<file path="src/verilog/vps_pkg.sv">
// Constants shared by the video parallel-to-serial shifter and its queue.
// Assumes a 32-bit Avalon-MM register port addressed in bytes.
package vps_pkg;
    localparam int WORD_W = 16;
    localparam int FIFO_DEPTH = 4;
    localparam int TAP_IDX = 7;
    // Input arrangement codes; the unused code behaves as queue mode
    localparam logic [1:0] CFG_FIFO = 2'h0;
    localparam logic [1:0] CFG_LATCH = 2'h1;
    localparam logic [1:0] CFG_FLOP = 2'h2;
    // Register byte addresses
    localparam int ADDR_W = 4;
    localparam logic [3:0] ADDR_CTRL = 4'h0;
    localparam logic [3:0] ADDR_STATUS = 4'h4;
    localparam logic [3:0] ADDR_SHIFT = 4'h8;
    localparam logic [3:0] ADDR_HOLD = 4'hc;
    // Control register fields
    localparam int CTRL_W = 7;
    localparam logic [6:0] CTRL_RST = 7'h00;
    localparam int CF_CFG0 = 0;
    localparam int CF_CFG1 = 1;
    localparam int CF_FREEZE = 2;
    localparam int CF_LEVEL = 3;
    localparam int CF_INHIBIT = 4;
    localparam int CF_LDINH = 5;
    localparam int CF_RECIRC = 6;
    // Status register fields
    localparam int SF_CNT = 0;
    localparam int SF_FULL = 4;
    localparam int SF_EMPTY = 5;
    localparam int SF_LAST = 6;
    localparam int SF_TAP = 7;
    localparam logic [31:0] RD_ZERO = 32'h0000_0000;
    typedef enum logic {BUS_IDLE, BUS_ACK} vps_bus_t;
endpackage : vps_pkg

</file>
<file path="src/verilog/vps_fifo.sv">
// Word queue that sits between the input stage and the shift register.
// Assumes push and pop come from logic on the same clock.
`timescale 1ns/1ps
module vps_fifo #(
    parameter int W = 16,
    parameter int DEPTH = 4,
    localparam int CNT_W = $clog2(DEPTH + 1),
    localparam int PTR_W = $clog2(DEPTH)
) (
    input wire logic clk,
    input wire logic rst,
    input wire logic push,
    input wire logic [W-1:0] wdata,
    input wire logic pop,
    output logic [W-1:0] rdata,
    output logic full,
    output logic empty,
    output logic [CNT_W-1:0] count
);
    logic [W-1:0] mem_q [DEPTH];
    logic [W-1:0] mem_d [DEPTH];
    logic [PTR_W-1:0] wr_q, wr_d, rd_q, rd_d;
    logic [CNT_W-1:0] cnt_q, cnt_d;
    logic do_push, do_pop;

    function automatic logic [PTR_W-1:0] ptr_inc(input logic [PTR_W-1:0] p);
        if (p == PTR_W'(DEPTH - 1))
        begin
            return '0;
        end
        return p + 1'b1;
    endfunction : ptr_inc

    assign full = (cnt_q == CNT_W'(DEPTH));
    assign empty = (cnt_q == '0);
    assign count = cnt_q;
    assign rdata = mem_q[rd_q];

    always_comb
    begin
        // A pop frees the slot, so a push beside it fits even when full
        do_pop = pop && !empty;
        do_push = push && (!full || do_pop);
        mem_d = mem_q;
        wr_d = wr_q;
        rd_d = rd_q;
        cnt_d = cnt_q;
        if (do_push)
        begin
            mem_d[wr_q] = wdata;
            wr_d = ptr_inc(wr_q);
        end
        if (do_pop)
        begin
            rd_d = ptr_inc(rd_q);
        end
        if (do_push && !do_pop)
        begin
            cnt_d = cnt_q + 1'b1;
        end
        else if (do_pop && !do_push)
        begin
            cnt_d = cnt_q - 1'b1;
        end
    end

    always_ff @(posedge clk)
    begin
        mem_q <= mem_d;
        if (rst)
        begin
            wr_q <= '0;
            rd_q <= '0;
            cnt_q <= '0;
        end
        else
        begin
            wr_q <= wr_d;
            rd_q <= rd_d;
            cnt_q <= cnt_d;
        end
    end
endmodule : vps_fifo

</file>
<file path="src/verilog/vps_shifter.sv">
// Video parallel-to-serial shifter with a four-word input queue.
// Assumes pins arrive unsynchronised; pixel and write clocks are sampled
// by mclk, so each must stay high and low for at least three mclk cycles.
//
// Our own choices: the Avalon-MM interface to the registers and the register addresses.
`timescale 1ns/1ps
module vps_shifter #(
    parameter int WORD_W = vps_pkg::WORD_W,
    parameter int DEPTH = vps_pkg::FIFO_DEPTH
) (
    input wire logic mclk,
    input wire logic srst,
    input wire logic [vps_pkg::ADDR_W-1:0] avs_address,
    input wire logic avs_read,
    input wire logic avs_write,
    input wire logic [31:0] avs_writedata,
    input wire logic [3:0] avs_byteenable,
    output logic [31:0] avs_readdata,
    output logic avs_waitrequest,
    input wire logic [WORD_W-1:0] data_in,
    input wire logic fifo_write_clock,
    input wire logic pixel_clk,
    input wire logic parallel_load,
    input wire logic serial_in,
    output logic serial_out_last,
    output logic serial_out_tap8
);
    localparam int SYNC_W = WORD_W + 4;
    localparam int IX_WCLK = WORD_W;
    localparam int IX_PCLK = WORD_W + 1;
    localparam int IX_PL = WORD_W + 2;
    localparam int IX_SI = WORD_W + 3;
    localparam int CNT_W = $clog2(DEPTH + 1);

    logic [SYNC_W-1:0] sync1_q, sync1_d, sync2_q, sync2_d;
    logic wprev_q, wprev_d, pprev_q, pprev_d;
    logic [WORD_W-1:0] hold_q, hold_d;
    logic [WORD_W-1:0] sr_q, sr_d;
    logic last_q, last_d, tap_q, tap_d;
    logic [vps_pkg::CTRL_W-1:0] ctrl_q, ctrl_d;
    vps_pkg::vps_bus_t bus_q, bus_d;
    logic [31:0] rdata_q, rdata_d, rd_val;
    logic wait_q, wait_d;

    logic [WORD_W-1:0] data_s, head, push_data, ld_src;
    logic wr_edge, pix_edge, pl_s, si_s, wclk_s;
    logic [1:0] cfg;
    logic fifo_mode, freeze, lvl, shift_inh, ld_inh, recirc;
    logic src_ok, ld_go, pop, push, recirc_push;
    logic full, empty;
    logic [CNT_W-1:0] cnt;

    // Pin synchronisers and edge finders
    always_comb
    begin
        sync1_d = {serial_in, parallel_load, pixel_clk, fifo_write_clock, data_in};
        sync2_d = sync1_q;
        wprev_d = sync2_q[IX_WCLK];
        pprev_d = sync2_q[IX_PCLK];
    end

    always_ff @(posedge mclk)
    begin
        if (srst)
        begin
            sync1_q <= '0;
            sync2_q <= '0;
            wprev_q <= 1'b0;
            pprev_q <= 1'b0;
        end
        else
        begin
            sync1_q <= sync1_d;
            sync2_q <= sync2_d;
            wprev_q <= wprev_d;
            pprev_q <= pprev_d;
        end
    end

    // Data and write clock pass the same two stages, so they stay aligned
    assign data_s = sync2_q[WORD_W-1:0];
    assign wclk_s = sync2_q[IX_WCLK];
    assign wr_edge = wclk_s && !wprev_q;
    assign pix_edge = sync2_q[IX_PCLK] && !pprev_q;
    assign pl_s = sync2_q[IX_PL];
    assign si_s = sync2_q[IX_SI];

    assign cfg = {ctrl_q[vps_pkg::CF_CFG1], ctrl_q[vps_pkg::CF_CFG0]};
    assign fifo_mode = (cfg != vps_pkg::CFG_LATCH) && (cfg != vps_pkg::CFG_FLOP);
    assign freeze = ctrl_q[vps_pkg::CF_FREEZE];
    assign lvl = ctrl_q[vps_pkg::CF_LEVEL];
    assign shift_inh = ctrl_q[vps_pkg::CF_INHIBIT];
    assign ld_inh = ctrl_q[vps_pkg::CF_LDINH];
    assign recirc = ctrl_q[vps_pkg::CF_RECIRC];

    // Bypass holding register: latch follows data while the write clock is high
    always_comb
    begin
        hold_d = hold_q;
        if (cfg == vps_pkg::CFG_LATCH && wclk_s)
        begin
            hold_d = data_s;
        end
        else if (cfg == vps_pkg::CFG_FLOP && wr_edge)
        begin
            hold_d = data_s;
        end
    end

    always_ff @(posedge mclk)
    begin
        if (srst)
        begin
            hold_q <= '0;
        end
        else
        begin
            hold_q <= hold_d;
        end
    end

    // Queue feeding; a recirculated word takes priority over a pin write
    always_comb
    begin
        ld_src = fifo_mode ? head : hold_q;
        src_ok = fifo_mode ? !empty : 1'b1;
        ld_go = pix_edge && pl_s && !ld_inh && src_ok;
        pop = ld_go && fifo_mode;
        recirc_push = pop && recirc;
        push = recirc_push || (wr_edge && fifo_mode);
        push_data = recirc_push ? head : data_s;
    end

    vps_fifo #(
        .W(WORD_W),
        .DEPTH(DEPTH)
    ) u_fifo (
        .clk(mclk),
        .rst(srst),
        .push(push),
        .wdata(push_data),
        .pop(pop),
        .rdata(head),
        .full(full),
        .empty(empty),
        .count(cnt)
    );

    // Shift register: bit 0 is stage one, bit WORD_W-1 is stage sixteen
    always_comb
    begin
        sr_d = sr_q;
        last_d = last_q;
        tap_d = tap_q;
        if (pix_edge)
        begin
            if (ld_go)
            begin
                sr_d = ld_src;
            end
            else if (!shift_inh)
            begin
                sr_d = {sr_q[WORD_W-2:0], si_s};
            end
            if (freeze)
            begin
                last_d = lvl;
            end
            else
            begin
                last_d = sr_d[WORD_W-1];
                tap_d = sr_d[vps_pkg::TAP_IDX];
            end
        end
    end

    always_ff @(posedge mclk)
    begin
        if (srst)
        begin
            sr_q <= '0;
            last_q <= 1'b0;
            tap_q <= 1'b0;
        end
        else
        begin
            sr_q <= sr_d;
            last_q <= last_d;
            tap_q <= tap_d;
        end
    end

    assign serial_out_last = last_q;
    assign serial_out_tap8 = tap_q;

    // Register read mux; unmapped addresses read zero
    always_comb
    begin
        rd_val = vps_pkg::RD_ZERO;
        if (avs_address == vps_pkg::ADDR_CTRL)
        begin
            rd_val = 32'(ctrl_q);
        end
        else if (avs_address == vps_pkg::ADDR_STATUS)
        begin
            rd_val[vps_pkg::SF_CNT +: CNT_W] = cnt;
            rd_val[vps_pkg::SF_FULL] = full;
            rd_val[vps_pkg::SF_EMPTY] = empty;
            rd_val[vps_pkg::SF_LAST] = last_q;
            rd_val[vps_pkg::SF_TAP] = tap_q;
        end
        else if (avs_address == vps_pkg::ADDR_SHIFT)
        begin
            rd_val = 32'(sr_q);
        end
        else if (avs_address == vps_pkg::ADDR_HOLD)
        begin
            rd_val = 32'(hold_q);
        end
    end

    // Every access costs one wait cycle, keeping read data registered
    always_comb
    begin
        bus_d = bus_q;
        wait_d = 1'b1;
        rdata_d = rdata_q;
        ctrl_d = ctrl_q;
        case (bus_q)
            vps_pkg::BUS_IDLE:
            begin
                if (avs_read || avs_write)
                begin
                    bus_d = vps_pkg::BUS_ACK;
                    wait_d = 1'b0;
                    rdata_d = avs_read ? rd_val : vps_pkg::RD_ZERO;
                end
            end
            vps_pkg::BUS_ACK:
            begin
                bus_d = vps_pkg::BUS_IDLE;
                if (avs_write && avs_address == vps_pkg::ADDR_CTRL && avs_byteenable[0])
                begin
                    ctrl_d = avs_writedata[vps_pkg::CTRL_W-1:0];
                end
            end
            default:
            begin
                bus_d = vps_pkg::BUS_IDLE;
            end
        endcase
    end

    always_ff @(posedge mclk)
    begin
        if (srst)
        begin
            bus_q <= vps_pkg::BUS_IDLE;
            wait_q <= 1'b1;
            rdata_q <= '0;
            ctrl_q <= vps_pkg::CTRL_RST;
        end
        else
        begin
            bus_q <= bus_d;
            wait_q <= wait_d;
            rdata_q <= rdata_d;
            ctrl_q <= ctrl_d;
        end
    end

    assign avs_readdata = rdata_q;
    assign avs_waitrequest = wait_q;
endmodule : vps_shifter

</file>
<file path="config.mk">
export PLATFORM = sky130hd
export DESIGN_NAME = vps_shifter
export DESIGN_NICKNAME = d
export VERILOG_FILES = /design/src/verilog/vps_pkg.sv /design/src/verilog/vps_fifo.sv /design/src/verilog/vps_shifter.sv
export SDC_FILE = /design/constraint.sdc
export NUM_CORES = 1
export LEC_CHECK = 0
export BUFFER_PORTS_ARGS = -buffer_cell sky130_fd_sc_hd__buf_2
export CAP_MARGIN = 20
export CORE_ASPECT_RATIO = 0.5
export CORE_MARGIN = 1.5
export CORE_UTILIZATION = 57
export CTS_CLUSTER_DIAMETER = 150
export DETAILED_ROUTE_END_ITERATION = 10
export GPL_TIMING_DRIVEN = 0
export PLACE_DENSITY = 0.79
export SETUP_SLACK_MARGIN = 0.05
export SLEW_MARGIN = 20
export SYNTH_ARGS = -nofsm -noshare
export SYNTH_HDL_FRONTEND = slang
export SYNTH_SLANG_ARGS = --single-unit
</file>
<file path="constraint.sdc">
create_clock -name mclk -period 3.8 [get_ports mclk]
set_input_delay 0.38 -clock mclk [delete_from_list [all_inputs] [get_ports mclk]]
set_output_delay 0.38 -clock mclk [all_outputs]
set_load 0.005 [all_outputs]
</file>
; ---- After elaboration in Yosys (flattened, before gate mapping)
; Cells that the tools add are included.
[totals]
regBits = 188
latchBits = 0
ramBits = 0
romBits = 0
inputBits = 64
n_memories = 0
[op_classes]
addsub = 4
mul = 0
n_div = 0
n_lt_le_gt_ge = 3
n_eq_ne = 11
shift = 0
n_mux = 35
n_bitwise = 4
n_reduce_logical = 37
[ops]
columns = op, count
row1 = two-way mux 16 bit, 10
row2 = two-way mux 32 bit, 3
row3 = bitwise mux 64 bit, 1
row4 = binary-select mux 16 bit (select 2 bit), 1
row5 = demux 16 bit (select 2 bit), 1
row6 = two-way mux 24 bit, 1
row7 = logical AND 1 bit, 18
row8 = two-way mux 1 bit, 9
row9 = two-way mux 3 bit, 3
row10 = equality test 4 bit (second input constant), 2
row11 = two-way mux 2 bit, 4
row12 = AND reduction 2 bit, 4
row13 = logical NOT 1 bit, 7
row14 = equality test 2 bit (second input constant), 3
row15 = >= comparator 3 bit (second input constant), 2
row16 = NOT 2 -> 3 bit, 2
row17 = adder 2 x 1 -> 2 bit (second input constant), 2
row18 = equality test 4 x 3 -> 1 bit (second input constant), 1
row19 = logical NOT 4 bit, 1
row20 = two-way mux 4 bit, 1
row21 = != test 2 x 1 -> 1 bit (second input constant), 2
row22 = nonzero test 2 bit, 2
row23 = adder 3 x 1 -> 3 bit (second input constant), 1
row24 = equality test 3 bit (second input constant), 1
row25 = 9 further kinds, 12

; ---- Depth between registers and ports, before layout
; Gate-level depths: netlist of the first run.
[logic_depth]
depth_word = 13
mapped_depth = 10
depth_no_buf = 10

; ---- Cells and area by module
; From an unflattened synthesis of the first run, not the netlist that was laid out.
[unflattened]
cells_unflattened = 559
area_unflattened_um2 = 7033.0
[modules_own_cells]
columns = module, instances, cells_per_inst, area_each_um2
row1 = vps_shifter, 1, 430, 4282.9
row2 = vps_fifo, 1, 129, 2750.1

; ---- Worst setup path before layout of the first run
; No wires, ideal clock.
[synth_path]
kind = register to register
startpoint = register ctrl_q[0] in the netlist's numbering
endpoint = register u_fifo.cnt_q[2] (netlist: u_fifo.count[2])
setup_ps = 70
arrival_time_ps = 2638
setup_slack_ps = 1091
path_stages_with_launch = 11
path_buffers = 0
period_less_slack_ps = 2709
path_cell_list = dfxtp_1 inv_1 ha_1 clkinv_1 a311oi_4 ha_1 inv_1 fa_1 xor2_1 or3_2 a21oi_1
[synth_between]
elab_chain_cells = 11
elab_cells_between_ends = 18
classes_between = 2 x eq/ne / 2 x mux / 14 x reduce/logical
[synth_lines]
columns = element, line
row1 = "start, declared", vps_shifter.sv:40  ; logic [vps_pkg::CTRL_W-1:0] ctrl_q, ctrl_d;
row2 = "start signal, assigned", vps_shifter.sv:261  ; ctrl_q <= vps_pkg::CTRL_RST;
row3 = "start signal, assigned", vps_shifter.sv:268  ; ctrl_q <= ctrl_d;
row4 = != test 2 x 1 -> 1 bit or != test 2 bit (tied branches), vps_shifter.sv:89  ; assign fifo_mode = (cfg != vps_pkg::CFG_LATCH) && (cfg != vps_pkg::CFG_FLOP);
row5 = logical AND 1 bit (*), vps_shifter.sv:89
row6 = two-way mux 1 bit, vps_shifter.sv:126  ; src_ok = fifo_mode ? !empty : 1'b1;
row7 = logical AND 1 bit, vps_shifter.sv:127  ; ld_go = pix_edge && pl_s && !ld_inh && src_ok;
row8 = logical AND 1 bit, vps_shifter.sv:128  ; pop = ld_go && fifo_mode;
row9 = "logical AND 1 bit, on equally long branches", "vps_shifter.sv:129, vps_fifo.sv:42"
row10 = "logical OR 1 bit, on equally long branches", "vps_shifter.sv:130, vps_fifo.sv:43"
row11 = logical AND 1 bit (*), vps_fifo.sv:43  ; do_push = push && (!full || do_pop);
row12 = net u_fifo.do_push, vps_fifo.sv:24  ; logic do_push, do_pop;
row13 = logical NOT 1 bit, vps_fifo.sv:61  ; else if (do_pop && !do_push)
row14 = logical AND 1 bit, vps_fifo.sv:61
row15 = nonzero test 2 bit (no source line), --
row16 = "end signal, assigned", vps_fifo.sv:80  ; cnt_q <= cnt_d;
row17 = "end, declared", vps_fifo.sv:23  ; logic [CNT_W-1:0] cnt_q, cnt_d;
; Mark *: on every way through the listed nets, which the timed path passes. The rest lies on a longest branch.
; A chain may end at the register's enable or synchronous reset.

; ---- Worst setup path after layout of the first run
; Ends and elaborated chain as after synthesis.

==> results_dict.tcl, run 1 <==
set metrics [dict create \
    max_cap_violations 0 \
    pwr_density_cell_nw_per_um2 463.8 \
    clkPwrFrac 0.430 \
    rsz0062_at_grt "no" \
    synthTopCellsByArea "dfxtp_1, edfxtp_1, mux2i_1" \
    cp-start-kind "flip-flop" \
    finalCriticalPeriod_ns 3.159 \
    drt_iter0_drc 432 \
    finalClockSkew_ns 0.01538 \
    multi_input_area_sq_um 2724 \
    numCtsBuffers 17 \
    ant_nets 0 \
    place_inst 782 \
    n_antenna_cell 0 \
    vias 4492 \
    rows 28 \
    area_growth_pct 15.24 \
    ys_ff_latch 172 \
    hold_viol 0 \
    syn_area_sq_um 7077 \
    cp_slowest_stage_delay_ns 0.56 \
    hpwl_um 10480 \
    hold_end "sync1_q[18]" \
    status "completed" \
    leakagePower_nw 3.212 \
    stdcell_count 814 \
    routed_wl_um 14520 \
    dr.pass1.iters 4 \
    clockBufferDepth 2 \
    drive_gt1_frac 0.2496 \
    critPathKind "flip-flop to flip-flop" \
    route.detailed.drc 0 \
    grt_max_degree 17 \
    die_x_um 160.6 \
    globalplace.congestion 0.8531 \
    first_global_vias 4087 \
    cp_max_fo 9 \
    cts_tree "yes" \
    seqPwrFrac 0.520 \
    syn_inst 550 \
    io_pins 99 \
    worstPathArrival_ns 3.51 \
    crit_path_end_kind "flip-flop" \
    synth_ff_type "dfxtp_1" \
    cts.clk_slew.worst_paths_ns 0.07 \
    cts-resized-gates 0 \
    fill_cells 842 \
    relSlewSlack 0.4978 \
    synth.top_cells.by_count "dfxtp_1, edfxtp_1, mux2i_1, nor2_1, nor2b_1" \
    p_switching_w 0.0008509 \
    setup_violations 0 \
    avgRoutedWirePerCell_um 17.84 \
    yosys_warnings 0 \
    ys_async_sr_fraction 0 \
    grt_use_total 0.2342 \
    layout.nets 709 \
    post-synth-top-count-cell "dfxtp_1" \
    setup-tns-final_ns 0 \
    hold_class "input pin to flip-flop" \
    drv_slew 0 \
    worst_pin_slew_ns 0.7476 \
    hold_depth 2 \
    crit_required_ns 4.15 \
    hold_start "parallel_load" \
    grt_overflow_total 0 \
    synth-edff-count 64 \
    fp.coreArea_sq_um 11950 \
    antenna_found_initial 0 \
    grt_first_pass_wirelength_um 22560 \
    yosysSeqAreaShare 0.5771 \
    min_period_over_period 0.8312 \
    cts_setup_buffers 0 \
    synth_top_area_cell "dfxtp_1" \
    crit_path_top_delay_cell "a311oi_4" \
    clock_sinks 172 \
    ir_drop_mv 0.3114 \
    switching_share 0.2250 \
    cts_hold_buffers 0 \
    dieHeight_um 81.79 \
    regArea_sq_um 4084 \
    p_comb_frac 0.050 \
    synth_top_area_share 0.3055 \
    r2r-start "ctrl_q[0]" \
    root_buffer "clkbuf_16" \
    r2r_slack_ns 0.64 \
    clock_latency_ns 0.43 \
    avgSynthCellArea_sq_um 12.87 \
    reg2reg_to "u_fifo.count[2]" \
    initial_core_util 0.5924 \
    path_cells "inv_1 > ha_1 > clkinv_1 > a311oi_4 > ha_1 > inv_1 > fa_1 > xor2_1 > or3_2 > a21oi_1" \
    worstRegToRegCells 10 \
    dieArea_sq_um 13130 \
    viasPerCell 5.518 \
    port-buffer-count 52 \
    fmax_mhz 316.6 \
    ys_types 53 \
    internal-power_w 0.002931 \
    cts.htree.levels 4 \
]
==> area by class of cell <==
type,instances,share of cell area
Clock inverter,11,0.01028
Buffer,49,0.03621
Inverter,8,0.003682
Clock buffer,21,0.05784
Sequential cell,172,0.5008
Tap cell,165,0.02531
Multi-Input combinational cell,336,0.3340
Timing Repair Buffer,52,0.03191
==> registers in the layout (all words and copies together), names as in the netlist <==
register         flops
avs_readdata        16
avs_waitrequest      1
bus_q                1
ctrl_q               7
hold_q              16
pprev_q              1
serial_out_last      1
serial_out_tap8      1
sr_q                16
sync1_q             20
sync2_q             20
u_fifo.count         3
u_fifo.mem_q        64
u_fifo.rd_q          2
u_fifo.wr_q          2
wprev_q              1
==> power by group through the flow <==
stage	registers [W]	logic [W]	clock network (W)
finish	0.00197	0.000191	0.00162
global route	0.00197	0.000211	0.00172
CTS	0.00197	0.000190	0.00164
detailed placement	0.00201	0.000189	0
global placement	0.00200	0.000185	0
floorplan	0.00200	0.000135	0
==> kinds of logic after synthesis <==
group                      after synthesis  share of synthesized area
AOI/OAI and AO/OA                       68                    0.07851
xor gates and xnor gates                 2                   0.002476
adders and majority gates                9                    0.01697
muxes                                   97                     0.1690
DFF                                    172                     0.5771
and+or+nand+nor                        144                     0.1094
buffers and inverters                   57                    0.04597
other                                    1                  0.0005299
==> per-stage QoR <==
step	cell area [sq um]	setup slack, ns	hold slack [ns]	utilization	power, W
global placement	7600	0.7890	0.4175	0.6362	0.002190
CTS	8155	0.6920	0.1489	0.6827	0.003792
floorplan	7133	1.091	0.4138	-	0.002133
detailed placement	7600	0.7356	0.4220	0.6362	0.002196
global route	8155	0.4869	0.1535	0.6827	0.003896
finish	8155	0.6414	0.1565	0.6827	0.003782
==> worst max path at each step <==
stage,to,cells past startpoint,from,slack [ns]
CTS,u_fifo.count[2],10,ctrl_q[0],0.69
floorplan,u_fifo.count[2],10,ctrl_q[0],1.09
finish,u_fifo.count[2],10,ctrl_q[0],0.64
global placement,u_fifo.count[2],10,ctrl_q[0],0.79
global route,u_fifo.count[2],10,ctrl_q[0],0.49
detailed placement,u_fifo.count[2],10,ctrl_q[0],0.74
==> worst max-delay path: cells and delay by family, from the launching register on <==
family,cells,cell delay (ns)
adder cells (fa/ha/maj),3,0.98
AO/OA/AOI/OAI,2,0.71
buffers and inverters,3,0.44
flip-flops,1,0.40
AND/OR/NAND/NOR,1,0.40
XOR/XNOR,1,0.16
==> per-layer routing <==
layer  vias to the layer above  wire length, um  track usage
met1                      2176             7368       0.3445
met5                         -                0            0
met3                        19              808      0.04040
met4                         0              242      0.08692
li1                       2151                -            -
met2                       146             6104       0.3502
==> cells in the final DEF, fill, tap and decap left out, types with 8 or more instances in the layout <==
cell type | Yosys | routed
a2bb2oi_1 | 9 | 9
conb_1 | 1 | 16
buf_2 | 8 | 60
a211oi_1 | 11 | 11
clkbuf_16 | 0 | 18
nand2_1 | 17 | 17
mux2_2 | 16 | 16
mux2i_1 | 64 | 64
dfxtp_1 | 108 | 108
edfxtp_1 | 64 | 64
a21oi_1 | 23 | 23
mux4_2 | 16 | 16
buf_4 | 19 | 19
nor2_1 | 46 | 46
clkbuf_1 | 17 | 19
a221oi_1 | 8 | 8
nor2b_1 | 45 | 45
ha_1 | 8 | 8
Power figures use the tool's default switching activity.
==> run 2, diff against run 1 <==
--- a/config.mk
+++ b/config.mk
@@ -9,11 +9,11 @@
 export CAP_MARGIN = 20
 export CORE_ASPECT_RATIO = 0.5
 export CORE_MARGIN = 1.5
-export CORE_UTILIZATION = 57
+export CORE_UTILIZATION = 51
 export CTS_CLUSTER_DIAMETER = 150
 export DETAILED_ROUTE_END_ITERATION = 10
 export GPL_TIMING_DRIVEN = 0
-export PLACE_DENSITY = 0.79
+export PLACE_DENSITY = 0.75
 export SETUP_SLACK_MARGIN = 0.05
 export SLEW_MARGIN = 20
 export SYNTH_ARGS = -nofsm -noshare
==> constraint.sdc (replaced) <==
create_clock -name mclk -period 2.6 [get_ports mclk]
set_input_delay 0.26 -clock mclk [delete_from_list [all_inputs] [get_ports mclk]]
set_output_delay 0.26 -clock mclk [all_outputs]
set_load 0.005 [all_outputs]
==> results_dict.tcl, run 2 (synthesis gave the netlist of run 1 again) <==
set metrics [dict create \
    fp.coreArea_sq_um 13550 \
    setup_slack_ns 0.2128 \
    relSlewSlack 0.4980 \
    post-place-ws_ns -0.2915 \
    final_common_cell "dfxtp_1" \
    fmax_mhz 418.9 \
    grt_use_total 0.2092 \
    largest_reg_flops 64 \
    n_antenna_cell 0 \
    finalClockSkew_ns 0.009225 \
    routed_wl_um 14190 \
    vias 4418 \
    ant_nets 0 \
    cts_hold_buffers 0 \
    die_x_um 169.6 \
    cp_max_fo 4 \
    regMostFlops "u_fifo.mem_q" \
    crit_required_ns 2.95 \
    grt_max_degree 18 \
    hold_class "input pin to flip-flop" \
    clock_sinks 172 \
    cp-start-kind "flip-flop" \
    setup_violations 0 \
    area_growth_pct 17.15 \
    route.detailed.drc 0 \
    final_core_util 0.6118 \
    worstPathArrival_ns 2.73 \
    initial_core_util 0.5223 \
    critPathKind "flip-flop to flip-flop" \
    cts.clk_slew.worst_paths_ns 0.07 \
    clock_latency_ns 0.42 \
    setup-tns-final_ns 0 \
    worst_pin_slew_ns 0.7473 \
    power_w 0.005537 \
    antenna_found_initial 0 \
    pwr_density_cell_nw_per_um2 667.9 \
    avgRoutedWirePerCell_um 16.77 \
    globalplace.congestion 0.8064 \
    drt_iter0_drc 343 \
    io_pins 99 \
    largestRegisters "u_fifo.mem_q (64), sync1_q (20), sync2_q (20)" \
    hold_viol 0 \
    grt_overflow_total 0 \
    crit_path_end_kind "flip-flop" \
    finalCriticalPeriod_ns 2.387 \
    multi_input_area_sq_um 2770 \
    leakagePower_nw 3.259 \
    clockBufferDepth 2 \
    first_global_vias 4276 \
    status "completed" \
    regArea_sq_um 4094 \
    max_cap_violations 0 \
    final_cell_mix "dfxtp_1, mux2i_1, edfxtp_1" \
    min_period_over_period 0.9182 \
    hpwl_um 10300 \
    grt_first_pass_wirelength_um 22950 \
    port-buffer-count 52 \
    fill_cells 1033 \
    layout.nets 714 \
    placed_area_sq_um 7655 \
    viasPerCell 5.222 \
    cts.htree.levels 4 \
    fin_area_sq_um 8290 \
    rsz0062_at_grt "no" \
    dieHeight_um 86.30 \
    drive_gt1_frac 0.2859 \
    cts_tree "yes" \
    ir_drop_mv 0.4958 \
    drv_slew 0 \
    dieArea_sq_um 14630 \
    root_buffer "clkbuf_16" \
    dr.pass1.iters 5 \
    rows 30 \
    numCtsBuffers 17 \
]
run 2: cell types whose count changed in the layout (fill, tap and decap cells not counted), moves of 2 or more:
cell,change
inv_6,+2
inv_8,+4
clkbuf_1,-3
buf_4,+5
dfxtp_1,-8
ha_1,-2
clkinv_2,+2
dfxtp_2,+8
clkinv_1,-3
run 2: stage by stage:
step                hold slack (ns)  cells
floorplan                    0.3882    565
global placement             0.4173    809
detailed placement           0.4258    809
CTS                         0.03482    845
global route                0.03753    846
finish                      0.04066    846
run 2: worst max-delay path, cell delays in order, from the launching register on:
cell and delay (ns):
dfxtp_2 0.34, and4bb_1 0.28, buf_6 0.10, a32oi_2 0.11, a311oi_4 0.25, ha_2 0.23
inv_1 0.05, fa_2 0.33, xor2_1 0.15, or3_4 0.33, a21oi_2 0.14
run 2: timing repair:
item,4_1_cts,5_1_grt
pin swaps,3,4
endpoints found under the setup margin,1,1
setup buffers,4,1
resized for setup,7,9
endpoints found under the hold margin,0,0
run 2: path summary, 6_finish.rpt:
| kind | slack [ns] | cells past startpoint | from | endpoint |
|---|---|---|---|---|
| setup reg to reg | 0.21 | 10 | pprev_q | u_fifo.count[2] |
| hold / removal | 0.04 | 2 | data_in[7] | sync1_q[7] |
| hold reg to reg | 0.44 | 1 | sync1_q[2] | sync2_q[2] |
| setup / recovery | 0.21 | 10 | pprev_q | u_fifo.count[2] |
run 2: layout make-up:
| cell class | instances | area share |
|---|---|---|
| multi-input combinational | 336 | 0.3341 |
| clock buffer | 17 | 0.05131 |
| clock inverter | 15 | 0.01554 |
| tap | 192 | 0.02898 |
| inverter | 8 | 0.004528 |
| sequential | 172 | 0.4938 |
| buffer | 49 | 0.03577 |
| timing repair buffer | 57 | 0.03592 |
run 2: power by group:
group	total [W]	internal, W	switching (W)
combinational	0.000287	0.000131	0.000156
sequential	0.00287	0.00284	0.0000323
clock	0.00238	0.00126	0.00112
total	0.00554	0.00423	0.00130
run 2: routing by layer:
layer / track usage / part of all wire
met1: 0.3033 / 0.51
met2: 0.3227 / 0.42
met3: 0.03973 / 0.056
met4: 0.06114 / 0.013
met5: 0 / 0
